### config.mk
export PLATFORM = sky130hd
export DESIGN_NAME = nvsram_soft_sequence_control
export DESIGN_NICKNAME = d
export VERILOG_FILES = /design/src/include/nvsram_seq_pkg.sv /design/src/design/nvsram_soft_sequence_control.sv /design/src/design/busy_sync.sv
export SDC_FILE = /design/constraint.sdc
export NUM_CORES = 1
export LEC_CHECK = 0
export BUFFER_PORTS_ARGS = -buffer_cell sky130_fd_sc_hd__clkbuf_2
export CAP_MARGIN = 30
export CORE_UTILIZATION = 50
export CTS_CLUSTER_SIZE = 40
export DETAILED_ROUTE_END_ITERATION = 10
export GPL_TIMING_DRIVEN = 0
export PLACE_DENSITY = 0.69
export SLEW_MARGIN = 20
export SYNTH_ARGS = -nofsm -noshare
export SYNTH_HDL_FRONTEND = slang
export SYNTH_HIERARCHICAL = 1
export SYNTH_SLANG_ARGS = --single-unit
export TNS_END_PERCENT = 20
### constraint.sdc
create_clock -name i_clk -period 2.5 [get_ports i_clk]
set_input_delay 0.5 -clock i_clk [delete_from_list [all_inputs] [get_ports i_clk]]
set_output_delay 0.5 -clock i_clk [all_outputs]
set_load 0.005 [all_outputs]
### src/include/nvsram_seq_pkg.sv
// Purpose: shared constants for the nvsram soft sequence host controller
// Assumes: 40 MHz system clock
// Notes:   sequence addresses are given on a 16-bit address view
package nvsram_seq_pkg;

    // ------------------------------------------------------------
    // sequence addresses
    // ------------------------------------------------------------
    localparam logic [15:0] SEQ_ADDR_1       = 16'h4E38;
    localparam logic [15:0] SEQ_ADDR_2       = 16'hB1C7;
    localparam logic [15:0] SEQ_ADDR_3       = 16'h83E0;
    localparam logic [15:0] SEQ_ADDR_4       = 16'h7C1F;
    localparam logic [15:0] SEQ_ADDR_5       = 16'h703F;
    localparam logic [15:0] SEQ_ADDR_STORE   = 16'h8FC0;
    localparam logic [15:0] SEQ_ADDR_RECALL  = 16'h4C63;
    localparam logic [15:0] SEQ_ADDR_AS_OFF  = 16'h8B45;
    localparam logic [15:0] SEQ_ADDR_AS_ON   = 16'h4B46;
    localparam int          SEQ_LEN          = 6;

    // ------------------------------------------------------------
    // commands
    // ------------------------------------------------------------
    localparam logic [1:0] CMD_STORE  = 2'h0;
    localparam logic [1:0] CMD_RECALL = 2'h1;
    localparam logic [1:0] CMD_AS_OFF = 2'h2;
    localparam logic [1:0] CMD_AS_ON  = 2'h3;

    // ------------------------------------------------------------
    // timing
    // ------------------------------------------------------------
    localparam int CLK_PERIOD_PS    = 25000;
    localparam int READ_LOW_NS      = 50;   // enable low time per read
    localparam int READ_HIGH_NS     = 25;   // enable high time between reads
    localparam int READ_LOW_CYC     =
        (READ_LOW_NS * 1000 + CLK_PERIOD_PS - 1) / CLK_PERIOD_PS;
    localparam int READ_HIGH_CYC    =
        (READ_HIGH_NS * 1000 + CLK_PERIOD_PS - 1) / CLK_PERIOD_PS;
    localparam int OP_WAIT_US       = 8000; // default store/recall wait
    localparam int OP_WAIT_CYC      = OP_WAIT_US * 40;

endpackage

### src/design/nvsram_soft_sequence_control.sv
// Purpose: host side engine that issues nonvolatile soft sequences
// Assumes: exclusive ownership of the memory bus during a sequence
// Notes:   no plain data transfers; host waits out store and recall
//
// What this block does
// - six reads ending 0x8FC0 start store
// - five leading reads then 0x4C63 recall
// - five leading reads then 0x8B45 disable autostore
// - five leading reads then 0x4B46 enable autostore
// - no other access between sequence reads
// - reads by chip enable, write enable high
// - host stores after autostore setting change
// - boot code rewrites desired config each powerup
`timescale 1ns/1ps
module nvsram_soft_sequence_control
#(
    parameter int ADDR_W      = 17,
    parameter int OP_WAIT_CYC = nvsram_seq_pkg::OP_WAIT_CYC
)
(
    input  wire logic              i_clk,
    input  wire logic              i_rst_n,
    input  wire logic              i_cmd_valid,
    input  wire logic [1:0]        i_cmd,
    output logic                   o_cmd_ready,
    output logic                   o_done,
    output logic [ADDR_W-1:0]      o_addr,
    output logic                   o_chip_en_n,
    output logic                   o_out_en_n,
    output logic                   o_write_en_n,
    output logic                   o_upper_byte_sel_n,
    output logic                   o_lower_byte_sel_n,
    input  wire logic              i_store_busy_n,
    output logic                   o_store_busy_n_out,
    output logic                   o_store_busy_n_oe_n
);

    // ------------------------------------------------------------
    // reset release
    // ------------------------------------------------------------
    logic [1:0] rst_sync_q;
    logic       rst_n;

    always_ff @(posedge i_clk or negedge i_rst_n)
    begin
        if (!i_rst_n)
            rst_sync_q <= 2'b00;
        else
            rst_sync_q <= {rst_sync_q[0], 1'b1};
    end
    assign rst_n = rst_sync_q[1];

    // ------------------------------------------------------------
    // busy pin input
    // ------------------------------------------------------------
    logic busy_n;

    busy_sync u_busy_sync
    (
        .i_clk   (i_clk),
        .i_rst_n (rst_n),
        .i_async (i_store_busy_n),
        .o_level (busy_n)
    );

    // never pull the busy pin: that would request a hardware store
    assign o_store_busy_n_out  = 1'b1;
    assign o_store_busy_n_oe_n = 1'b1;

    // ------------------------------------------------------------
    // sequencer
    // ------------------------------------------------------------
    typedef enum logic [1:0]
    {
        ST_IDLE = 2'b00,
        ST_LOW  = 2'b01,
        ST_HIGH = 2'b10,
        ST_WAIT = 2'b11
    } state_t;

    localparam logic [31:0] LOW_CYC  = 32'(nvsram_seq_pkg::READ_LOW_CYC);
    localparam logic [31:0] HIGH_CYC = 32'(nvsram_seq_pkg::READ_HIGH_CYC);
    localparam logic [31:0] WAIT_CYC = 32'(OP_WAIT_CYC);

    state_t      state_q;
    logic [2:0]  step_q;
    logic [1:0]  cmd_q;
    logic [31:0] cnt_q;
    logic [15:0] seq_addr;
    logic        last_step;
    logic        boot_q;

    assign last_step   = (step_q == 3'(nvsram_seq_pkg::SEQ_LEN - 1));
    assign o_cmd_ready = (state_q == ST_IDLE) && busy_n && !boot_q;

    // address for the current step; the full 16-bit code is driven
    // although the device only compares bits 14..2
    always_comb
    begin
        seq_addr = nvsram_seq_pkg::SEQ_ADDR_1;
        unique case (step_q)
            3'h0: seq_addr = nvsram_seq_pkg::SEQ_ADDR_1;
            3'h1: seq_addr = nvsram_seq_pkg::SEQ_ADDR_2;
            3'h2: seq_addr = nvsram_seq_pkg::SEQ_ADDR_3;
            3'h3: seq_addr = nvsram_seq_pkg::SEQ_ADDR_4;
            3'h4: seq_addr = nvsram_seq_pkg::SEQ_ADDR_5;
            default:
            begin
                unique case (cmd_q)
                    nvsram_seq_pkg::CMD_STORE:
                        seq_addr = nvsram_seq_pkg::SEQ_ADDR_STORE;
                    nvsram_seq_pkg::CMD_RECALL:
                        seq_addr = nvsram_seq_pkg::SEQ_ADDR_RECALL;
                    nvsram_seq_pkg::CMD_AS_OFF:
                        seq_addr = nvsram_seq_pkg::SEQ_ADDR_AS_OFF;
                    nvsram_seq_pkg::CMD_AS_ON:
                        seq_addr = nvsram_seq_pkg::SEQ_ADDR_AS_ON;
                endcase
            end
        endcase
    end

    // state, step and timer; nothing else can reach the bus between
    // reads, since commands are only taken in idle
    always_ff @(posedge i_clk or negedge rst_n)
    begin
        if (!rst_n)
        begin
            state_q <= ST_IDLE;
            step_q  <= 3'h0;
            cmd_q   <= 2'h0;
            cnt_q   <= 32'h0000_0000;
            o_done  <= 1'b0;
        end
        else
        begin
            o_done <= 1'b0;
            unique case (state_q)
                ST_IDLE:
                begin
                    // after reset the autostore setting is rewritten
                    // once before any command is taken
                    if (boot_q && busy_n)
                    begin
                        cmd_q   <= nvsram_seq_pkg::CMD_AS_ON;
                        step_q  <= 3'h0;
                        cnt_q   <= 32'h0000_0000;
                        state_q <= ST_LOW;
                    end
                    else if (i_cmd_valid && o_cmd_ready)
                    begin
                        cmd_q   <= i_cmd;
                        step_q  <= 3'h0;
                        cnt_q   <= 32'h0000_0000;
                        state_q <= ST_LOW;
                    end
                end
                ST_LOW:
                begin
                    if (cnt_q >= LOW_CYC - 32'h0000_0001)
                    begin
                        cnt_q   <= 32'h0000_0000;
                        state_q <= ST_HIGH;
                    end
                    else
                        cnt_q <= cnt_q + 32'h0000_0001;
                end
                ST_HIGH:
                begin
                    if (cnt_q >= HIGH_CYC - 32'h0000_0001)
                    begin
                        cnt_q <= 32'h0000_0000;
                        if (last_step)
                            state_q <= ST_WAIT;
                        else
                        begin
                            step_q  <= step_q + 3'h1;
                            state_q <= ST_LOW;
                        end
                    end
                    else
                        cnt_q <= cnt_q + 32'h0000_0001;
                end
                ST_WAIT:
                begin
                    // store/recall: wait the cycle time, then for the
                    // busy pin high; a config change is followed by a
                    // store, else the setting is lost at power down
                    if (cmd_q == nvsram_seq_pkg::CMD_AS_OFF ||
                        cmd_q == nvsram_seq_pkg::CMD_AS_ON)
                    begin
                        cmd_q   <= nvsram_seq_pkg::CMD_STORE;
                        step_q  <= 3'h0;
                        state_q <= ST_LOW;
                    end
                    else if (cnt_q < WAIT_CYC)
                        cnt_q <= cnt_q + 32'h0000_0001;
                    else if (busy_n)
                    begin
                        o_done  <= 1'b1;
                        state_q <= ST_IDLE;
                    end
                end
            endcase
        end
    end

    // boot rewrite pending; the filtered busy level reads high for a
    // few cycles after reset, so a power-up recall is not waited for
    always_ff @(posedge i_clk or negedge rst_n)
    begin
        if (!rst_n)
            boot_q <= 1'b1;
        else if (state_q == ST_IDLE && busy_n)
            boot_q <= 1'b0;
    end

    // ------------------------------------------------------------
    // bus pins
    // ------------------------------------------------------------
    // chip-enable timed reads, write enable held high
    always_ff @(posedge i_clk or negedge rst_n)
    begin
        if (!rst_n)
        begin
            o_addr       <= '0;
            o_chip_en_n  <= 1'b1;
            o_out_en_n   <= 1'b1;
            o_write_en_n <= 1'b1;
        end
        else
        begin
            o_addr       <= ADDR_W'(seq_addr);
            o_chip_en_n  <= !(state_q == ST_LOW);
            o_out_en_n   <= !(state_q == ST_LOW);
            o_write_en_n <= 1'b1;
        end
    end

    // both byte lanes enabled; harmless on the byte-wide part
    assign o_upper_byte_sel_n = 1'b0;
    assign o_lower_byte_sel_n = 1'b0;

endmodule

### src/design/busy_sync.sv
// Purpose: three-flop synchroniser for the store busy pin
// Assumes: input is asynchronous to i_clk
// Notes:   level valid once the second and third stages agree
`timescale 1ns/1ps
module busy_sync
(
    input  wire logic i_clk,
    input  wire logic i_rst_n,
    input  wire logic i_async,
    output logic      o_level
);

    logic [2:0] sync_q;

    // first stage feeds only the second one
    always_ff @(posedge i_clk or negedge i_rst_n)
    begin
        if (!i_rst_n)
            sync_q <= 3'b111;
        else
            sync_q <= {sync_q[1:0], i_async};
    end

    // filtered level only moves when the two late stages agree
    always_ff @(posedge i_clk or negedge i_rst_n)
    begin
        if (!i_rst_n)
            o_level <= 1'b1;
        else if (sync_q[1] == sync_q[2])
            o_level <= sync_q[2];
    end

endmodule

==> results of run 1 <==
power by group through the flow:
| stage | Combinational [mW] | Clock (mW) | Sequential (mW) |
|---|---|---|---|
| final | 1.38 | 1.08 | 1.30 |
| after global routing | 1.57 | 1.14 | 1.33 |
| after CTS | 1.39 | 1.10 | 1.30 |
| after detailed placement | 1.38 | 0 | 1.32 |
| after global placement | 1.32 | 0 | 1.32 |
| after floorplan | 0.941 | 0 | 1.32 |
path summary, 6_finish.rpt:
path,endpoint,slack (ns),cells after the start
max in group asynchronous,o_out_en_n,1.75,1
setup / recovery,cnt_q[14],0.28,8
hold / removal,o_addr[4],0.19,0
hold reg to reg,o_addr[4],0.19,0
setup reg to reg,cnt_q[14],0.28,8
min in group i_clk,u_busy_sync/sync_q[0],0.22,1
metal layers:
metal  up-vias  part of all wire, %  track usage, %
met3         8                  4.0            6.82
li1       1179                    -               -
met1      1171                   44            25.9
met5         -                    0               0
met4         0                  1.4            7.50
met2        47                   51            39.9
cell families (layout without fill, tap and decap cells):
kind of cell    Yosys count  count (layout)  share of synthesized area (%)
compound gates           62              62                           13.7
xor+xnor                  7               7                           1.99
fa+ha+maj                14              14                           5.65
buf+inv                  31              74                           5.98
flops                    62              62                           50.7
other cells               2               7                          0.244
simple gates            134             134                           21.8
flip-flops by register name, summed over array words and instances, names as in the netlist:
| name | count |
|---|---|
| boot_q | 1 |
| cmd_q | 2 |
| cnt_q | 32 |
| o_addr | 14 |
| o_done | 1 |
| o_out_en_n | 1 |
| rst_sync_q | 2 |
| state_q | 2 |
| step_q | 3 |
| u_busy_sync/o_level | 1 |
| u_busy_sync/sync_q | 3 |
cell usage after synthesis (all sizes together) (2+ instances only):
| cell | n |
|---|---|
| o21ai | 22 |
| o31ai | 5 |
| ha | 13 |
| o22ai | 2 |
| nand2b | 5 |
| nand4 | 4 |
| a31oi | 8 |
| nor2 | 36 |
| conb | 2 |
| and4 | 3 |
| nor4 | 7 |
| dfstp | 6 |
| inv | 10 |
| dfrtp | 56 |
| nor2b | 5 |
| nor3 | 4 |
| and3 | 11 |
| clkbuf | 5 |
| nand3 | 18 |
| o41ai | 3 |
| xor2 | 7 |
| buf | 16 |
| a41oi | 7 |
| a21oi | 10 |
| nand2 | 29 |
| and2 | 7 |
repair_timing:
action                     CTS  global route
hold buffers                 1             0
gates resized for setup      0             2
hold endpoints to repair     2             0
setup endpoints to repair    0             6
final cells by class:
class                   instances  area [µm²]
fillers                       505        2320
plain buffers                  21         148
inverters                      10        37.5
clock buffers                   9         124
well taps                      75        93.8
clock inverters                 7         120
multi-input cells             224        1350
repair buffers                 27         163
flip-flops and latches         62        1560
==> metrics, run 1 <==
Sequential Power Share around a third; number of synthesized flops with an enable pin 0; vias post-DR 2405; outcome finished, final reports clean; largest cells by area after synthesis dfrtp_1 46%, ha_1 5.3%, dfstp_2 5.1%, nor2_1 4.4%, nand2_1 3.5%; first-pass GRT wire length 11.0 mm; internal power 2.39 mW; Final Skew about 0.017 ns; CP cell instances ha_1 > nand3_1 > nor3_1 > and2_1 > buf_2 > nand4_1 > xor2_1 > nor2_1; hpwl dp 4.44 mm; via/cell ratio 5.53; vias in the first global route roughly 2.4k; initial antenna violation count 0; total negative slack 0 ns; Synth top area share a little under half; final worst slack between 0.2 and 0.3 ns; Ports 32; Critical Path AT roughly 2.4 ns; Setup WS pre-CTS 0.190 ns; cell total after placement ~420; Post-synth top flop dfrtp_1; wire per inst approximately 15 µm; number of max-cap violations 0; core area approximately 6000 µm²; critical path capture point type register; proportion of layout cells with a drive suffix above 1 between 20% and 30%; initial core utilization between 50% and 60%; fmax around 0.45 GHz; register bit total from synthesis 62; setup violators final 0; total grt overflow 0; Slew Viols, Final 0; max_slew headroom 58.6%; die area 6470 µm²; Hold WC Path Type register to asynchronous set/reset pin; DRC 0; layout net count 374; Sw Ratio between 30% and 40%; Crit Path Class register to register; total track usage 22.6%; Critical Path Fanout Max 7; # rows 28; async set-reset flop share out of synthesis 100%; post-synthesis cell type count 44; Synth Warn # 6; min cycle time layout 2.22 ns; drt first pass iters 4; Post-CTS Setup Repair Bufs 0; Area after DPL around 3300 µm²; commonest non-fill, non-tap cells in the layout 55 x dfrtp_1, 36 x nor2_1, 29 x nand2_1, 26 x clkbuf_2, 19 x o21ai_0; total power around 3.8 mW; final hold violation count 0; number of DRC markers in iteration 0 79; Period Utilization, post-route between 80% and 90%; Post-DRT Antenna Nets 0; Critical Path Start cnt_q[0]; commonest non-fill, non-tap cell in the layout dfrtp_1; P&R area growth vs syn 17.0%; switching power ~1.4 mW; Synth area leader dfrtp_1; CTS Buf Count 9; RD Place Congestion about 0.84; crit start category register; Max Root-Sink Buffers 2; Peak VDD IR a little over 0.5 mV; H-tree depth 3; diodes inserted 0; maximum number of pins on one net before global-route repair 47; post-route cell area approximately 3600 µm²; sinks on the clock net just over 60; Slowest cell on crit path nor3_1; Comb pwr share 36.7%; mean post-synth cell area around 9.9 µm²; clk_lat worst skew 0.35 ns; CTS clk-pin slew, worst paths ~0.080 ns; post-synthesis sequential area ratio approximately 51%; CTS root buf clkbuf_8; Cell Area, Synth 3080 µm²; Post-Route WL around 6.3 mm; Static Leak ~1.7 nW; family with the most delay on the worst path simple AND/OR/NAND/NOR gates; RSZ-0062 raised after global routing false; Worst Tran Pin Value ~0.6 ns; chip width a little over 80 µm; CP max stage delay 0.50 ns; Min Hold Slack 0.187 ns; Port Buffers 25; fin cells 435; WP data required roughly 2.7 ns; Mapped Cells between 300 and 400; CP Buf/Inv Count 1; Pwr Density roughly 1000 nW/µm²; CTS tree done; clock network power share between 20% and 30%; Die Height 80.5 µm; Layout Utilization roughly three fifths; Critical R2R Launch cnt_q[0]
No activity file was read; power rests on OpenSTA's default activity.
==> run 2, diff against run 1 <==
--- a/config.mk
+++ b/config.mk
@@ -5,6 +5,7 @@
 export SDC_FILE = /design/constraint.sdc
 export NUM_CORES = 1
 export LEC_CHECK = 0
+export ABC_AREA = 1
 export BUFFER_PORTS_ARGS = -buffer_cell sky130_fd_sc_hd__clkbuf_2
 export CAP_MARGIN = 30
 export CORE_UTILIZATION = 50
==> metrics, run 2 <==
total negative slack 0 ns (unchanged); final worst slack 0.634 ns (+0.359 ns); sinks on the clock net 62 (unchanged); max_slew headroom 66.2% (+7.6 points); largest cells by area after synthesis dfrtp_1 41%, nand2_1 12%, nor2_1 8.6%, inv_1 5.5%, ha_1 4.7%; final hold violation count 0 (unchanged); initial antenna violation count 0 (unchanged); critical path capture point type register; RD Place Congestion 0.928 (+10%); vias in the first global route 2647 (+8.9%); largest family of logic cells by synthesized area simple AND/OR/NAND/NOR gates; commonest non-fill, non-tap cell in the layout nand2_1; compound-gate portion of the synthesized area 7.19% (-6.5 points); clock network power share 44.9% (+16 points); Final Skew 0.00966 ns (-0.00689 ns); Mapped Cells 436 (+40%); CP max stage delay 0.40 ns (-0.10 ns); number of DRC markers in iteration 0 147 (+86%); Synth Area in Adders 4.74% (-0.91 points); most frequent cell after synthesis nand2_1; outcome finished with violations; Post-synth top flop dfrtp_1; Worst Tran Pin Value 0.506 ns (-0.111 ns); Max Root-Sink Buffers 2 (unchanged); Pwr Density 493 nW/µm² (-53%); Hold WC Path Type register to asynchronous set/reset pin; fmax 0.536 GHz (+19%); Comb pwr share 1.9% (-35 points); vias post-DR 2802 (+17%); Sequential Area 1560 µm² (unchanged); Period Utilization, post-route 74.6% (-14 points); post-synthesis cell type count 34 (-23%); total grt overflow 0 (unchanged); register bit total from synthesis 62 (unchanged); post-synthesis sequential area ratio 45.5% (-5.2 points); Critical Path Start cmd_q[0]; simple-gate share of the synthesized area 30.3% (+8.5 points); Critical Path AT 2.09 ns (-0.34 ns); failing checks DRC; hpwl dp 4.99 mm (+12%); Slowest cell on crit path dfrtp_1; Synth Warn # 6 (unchanged); drt first pass iters 10 (+6); Post-DRT Antenna Nets 0 (unchanged); H-tree depth 3 (unchanged); xor/xnor share of the synthesized area 2.30% (+0.31 points); chip width 84.8 µm (+5.4%); Setup WS pre-CTS 0.665 ns (+0.475 ns); FF-to-FF End cnt_q[7]; Filler cells 586 (+16%); Port Buffers 25 (unchanged); CTS Buf Count 9 (unchanged); Worst R2R Path Depth 9 (+1); CTS root buf clkbuf_8; via/cell ratio 4.99 (-9.7%); async set-reset flop share out of synthesis 100% (unchanged); Post-Route WL 6.66 mm (+5.3%); Crit Path Class register to register; CP Buf/Inv Count 2 (+1); diodes inserted 0 (unchanged); number of max-cap violations 0 (unchanged); family with the most delay on the worst path simple AND/OR/NAND/NOR gates; WP data required 2.73 ns (+0.02 ns); Min Hold Slack 0.184 ns (-0.00302 ns); mean post-synth cell area 7.86 µm² (-20%); initial core utilization 52.8% (+0.80 points); min cycle time layout 1.87 ns (-0.359 ns); Static Leak 1.97 nW (+16%); Critical R2R Launch cmd_q[0]; CTS tree done; maximum number of pins on one net before global-route repair 48 (+2.1%); r2r setup slk 0.63 ns (+0.36 ns); number of synthesized flops with an enable pin 0 (unchanged); Synth area leader dfrtp_1; Crit path top cell by count nand2_1; Biggest register cnt_q; die area 7190 µm² (+11%); DRC 4 (+4); crit start category register; layout net count 498 (+33%); setup violators final 0 (unchanged); P&R area growth vs syn 13.8%; Die Height 84.8 µm (+5.4%); RSZ-0062 raised after global routing false; core area 6490 µm² (+9.7%); # rows 29 (+3.6%); Post-CTS Setup Repair Bufs 0 (unchanged); CTS clk-pin slew, worst paths 0.08 ns (about the same); Cell Area, Synth 3430 µm² (+11%); Multi-input gate area 1550 µm² (+15%); Sequential Power Share 53.2% (+19 points); wire per inst 11.9 µm (-18%); Critical Path Fanout Max 10 (+3); proportion of layout cells with a drive suffix above 1 20.0% (-0.79 points); total track usage 21.1% (-1.5 points); commonest non-fill, non-tap cells in the layout 113 x nand2_1, 79 x nor2_1, 55 x dfrtp_1, 50 x inv_1; switching power 0.437 mW (-68%); multiplexer area fraction after synthesis 0% (unchanged); Peak VDD IR 0.300 mV (-41%); CP cell instances inv_1 > ha_1 > nor2_1 > nand3_4 > nand2_4 > nand2_8 > buf_6 > nand2_1 > nand2_1; Sw Ratio 22.7% (-14 points); Synth top area share 40.9% (-4.7 points); internal power 1.49 mW (-38%); top post-synthesis cells by count 113 x nand2_1, 79 x nor2_1, 56 x dfrtp_1; largest registers cnt_q (32), o_addr (14); Ports 32 (unchanged); Slew Viols, Final 0 (unchanged); clk_lat worst skew 0.34 ns (about the same); Largest register FFs 32 (unchanged); first-pass GRT wire length 11.8 mm (+7.5%)
run 2: cell types whose count changed after synthesis, moves of 6 or more:
| cell | change |
|---|---|
| nor2_2 | +8 |
| nor2_1 | +43 |
| a31oi_1 | -8 |
| inv_1 | +40 |
| and2_1 | -6 |
| nand3_1 | +7 |
| o21ai_2 | +9 |
| nor4_1 | -7 |
| o21ai_0 | -9 |
| inv_2 | +6 |
| and3_1 | -11 |
| a41oi_1 | -7 |
| a21oi_1 | -7 |
| nand2_1 | +84 |
run 2: final cells by class:
class                   count  share of cell area [%]
clock inverters             6                    1.60
plain buffers              16                    3.24
inverters                  56                    5.39
clock buffers              10                    3.27
well taps                  77                    2.47
multi-input cells         307                    39.8
flip-flops and latches     62                    40.1
repair buffers             27                    4.17
run 2: cell families after synthesis:
kind of cell	count (synthesis)
adder cells (fa/ha/maj)	13
buffers and inverters	72
AO/OA/AOI/OAI	36
flip-flops	62
other	2
AND/OR/NAND/NOR	242
XOR/XNOR	9
run 2: power groups by stage:
stage	clock [mW]	sequential [mW]	combinational, mW
3_5_place_dp	0	1.04	0.0373
4_1_cts	0.879	1.02	0.0386
5_1_grt	0.927	1.02	0.0440
3_3_place_gp	0	1.05	0.0174
6_report	0.863	1.02	0.0374
2_1_floorplan	0	1.05	0.0131
run 2: repair_timing:
action	CTS	global route
hold buffers	1	0
hold endpoints to repair	2	0
resized for setup	0	0
setup endpoints to repair	0	0
run 2: per-stage QoR:
stage / total power, mW / cell area, µm² / utilization (%) / cells
4_1_cts: 1.94 / 3900 / 60.0 / 561
3_3_place_gp: 1.07 / 3670 / 56.5 / 543
5_1_grt: 1.99 / 3900 / 60.0 / 561
2_1_floorplan: 1.06 / 3450 / - / 441
6_report: 1.92 / 3900 / 60.0 / 561
3_5_place_dp: 1.08 / 3700 / 57.0 / 544
run 2: how the worst max path moves through the flow:
stage	to	slack, ns	depth (start not counted)
detailed placement	cnt_q[21]	0.67	7
CTS	cnt_q[21]	0.65	7
global placement	cnt_q[22]	0.03	0
global route	cnt_q[12]	0.43	9
floorplan	cmd_q[0]	0.66	0
finish	cnt_q[7]	0.63	9
run 2: metal layers:
metal	global-route usage, %	routed length (µm)
met5	0	0
met4	9.09	107
met3	4.52	401
met2	35.7	3170
met1	26.2	2980
==> run 3, diff against run 2 <==
==> constraint.sdc (replaced) <==
create_clock -name i_clk -period 1.9 [get_ports i_clk]
set_input_delay 0.38 -clock i_clk [delete_from_list [all_inputs] [get_ports i_clk]]
set_output_delay 0.38 -clock i_clk [all_outputs]
set_load 0.005 [all_outputs]
==> metrics, run 3 (synthesis results as in run 2) <==
cell total after placement 544 (unchanged); sinks on the clock net 62 (unchanged); fin cells 561 (unchanged); Post-Route WL 6.66 mm (about the same); vias in the first global route 2647 (unchanged); proportion of layout cells with a drive suffix above 1 20.7% (+0.62 points); chip width 84.8 µm (unchanged); Layout Utilization 60.2% (+0.12 points); final hold violation count 0 (unchanged); hpwl dp 4.99 mm (unchanged); CTS Buf Count 9 (unchanged); wire per inst 11.9 µm (about the same); Final Skew 0.00865 ns (-0.00101 ns); number of max-cap violations 0 (unchanged); diodes inserted 0 (unchanged); Setup WS pre-CTS 0.0654 ns (-0.600 ns); min cycle time layout 1.70 ns (-0.169 ns); post-route cell area 3910 µm² (+0.19%); Filler cells 585 (-0.17%); crit start category register; CTS tree done; Largest register FFs 32 (unchanged); core area 6490 µm² (unchanged); commonest non-fill, non-tap cells in the layout 113 x nand2_1, 77 x nor2_1, 55 x dfrtp_1, 50 x inv_1; die area 7190 µm² (unchanged); Area after DPL 3700 µm² (unchanged); # rows 29 (unchanged); outcome finished with violations; Biggest register cnt_q; critical path capture point type register; CTS root buf clkbuf_8; maximum number of pins on one net before global-route repair 48 (unchanged); Static Leak 1.97 nW (about the same); WP data required 2.13 ns (-0.60 ns); total track usage 21.1% (unchanged); Peak VDD IR 0.407 mV (+36%); DRC 4 (unchanged); Post-DRT Antenna Nets 0 (unchanged); Max Root-Sink Buffers 2 (unchanged); RSZ-0062 raised after global routing false; initial antenna violation count 0 (unchanged); clk_lat worst skew 0.34 ns (about the same); Ports 32 (unchanged); total grt overflow 0 (unchanged); via/cell ratio 4.99 (-0.14%); CTS clk-pin slew, worst paths 0.08 ns (about the same); layout net count 498 (unchanged); Period Utilization, post-route 89.3% (+15 points); Crit Path Class register to register; first-pass GRT wire length 11.8 mm (unchanged); Critical Path AT 1.93 ns (-0.16 ns); failing checks DRC; setup violators final 0 (unchanged); number of DRC markers in iteration 0 151 (+2.7%); commonest non-fill, non-tap cell in the layout nand2_1; r2r setup slk 0.20 ns (-0.43 ns); Post-CTS Setup Repair Bufs 0 (unchanged); Slew Viols, Final 0 (unchanged); largest registers cnt_q (32), o_addr (14); drt first pass iters 9 (-1); Hold WC Path Type input port to register; Critical Path Fanout Max 10 (unchanged); Pwr Density 648 nW/µm² (+32%); Die Height 84.8 µm (unchanged); vias post-DR 2798 (-0.14%); Min Hold Slack 0.108 ns (-0.0760 ns); RD Place Congestion 0.928 (unchanged); initial core utilization 52.8% (unchanged); final worst slack 0.203 ns (-0.431 ns); P&R area growth vs syn 14.0%; Port Buffers 25 (unchanged); fmax 0.589 GHz (+10%); H-tree depth 3 (unchanged)
[run 3: cell counts in the layout (fill, tap and decap cells not counted)]
No cell type changed its count.
[run 3: layer usage]
layer,wire [µm],global-route usage (%)
met5,0,0
met4,125,9.09
met3,306,4.52
met2,3190,35.7
met1,3040,26.2
[run 3: final cells by class]
type | count | area, µm² | area share (%)
inverter | 56 | 210 | 5.38
clock buffer | 10 | 128 | 3.27
tap | 77 | 96.3 | 2.47
sequential | 62 | 1560 | 40.0
clock inverter | 6 | 62.6 | 1.60
timing repair buffer | 27 | 163 | 4.16
multi-input combinational | 307 | 1560 | 39.9
buffer | 16 | 126 | 3.23
[run 3: path summary, 6_finish.rpt]
kind	cells after the start	end	startpoint
max	9	cnt_q[7]	cmd_q[0]
min	1	u_busy_sync/sync_q[0]	i_store_busy_n
max reg2reg	9	cnt_q[7]	cmd_q[0]
min reg2reg	0	cnt_q[3]	rst_sync_q[1]
max in group asynchronous	1	o_out_en_n	rst_sync_q[1]
min in group asynchronous	0	cnt_q[3]	rst_sync_q[1]
[run 3: power breakdown]
part | total (mW) | switching [mW] | internal, mW | leakage (nW)
logic | 0.0492 | 0.0281 | 0.0211 | 1.11
clock network | 1.14 | 0.540 | 0.601 | 0.0883
registers | 1.34 | 0.0120 | 1.33 | 0.769
total | 2.53 | 0.580 | 1.95 | 1.97
[run 3: through the flow]
step,TNS [ns],total power [mW]
6_report,0,2.53
5_1_grt,0,2.62
4_1_cts,0,2.55
3_5_place_dp,0,1.42
3_3_place_gp,-30.81,1.41
2_1_floorplan,0,1.40
[run 3: worst max-delay path: stages, from the launching register on]
cell	delay (ns)
dfrtp_1	0.40
inv_1	0.10
ha_1	0.23
nor2_2	0.25
nand3_4	0.13
nand2_4	0.10
nand2_8	0.08
buf_6	0.16
nand2_1	0.07
nand2_1	0.06
[run 3: what timing repair did]
action,CTS,global route
hold buffers,1,0
gates resized for setup,0,3
endpoints found under the hold margin,2,0
endpoints found under the setup margin,0,24
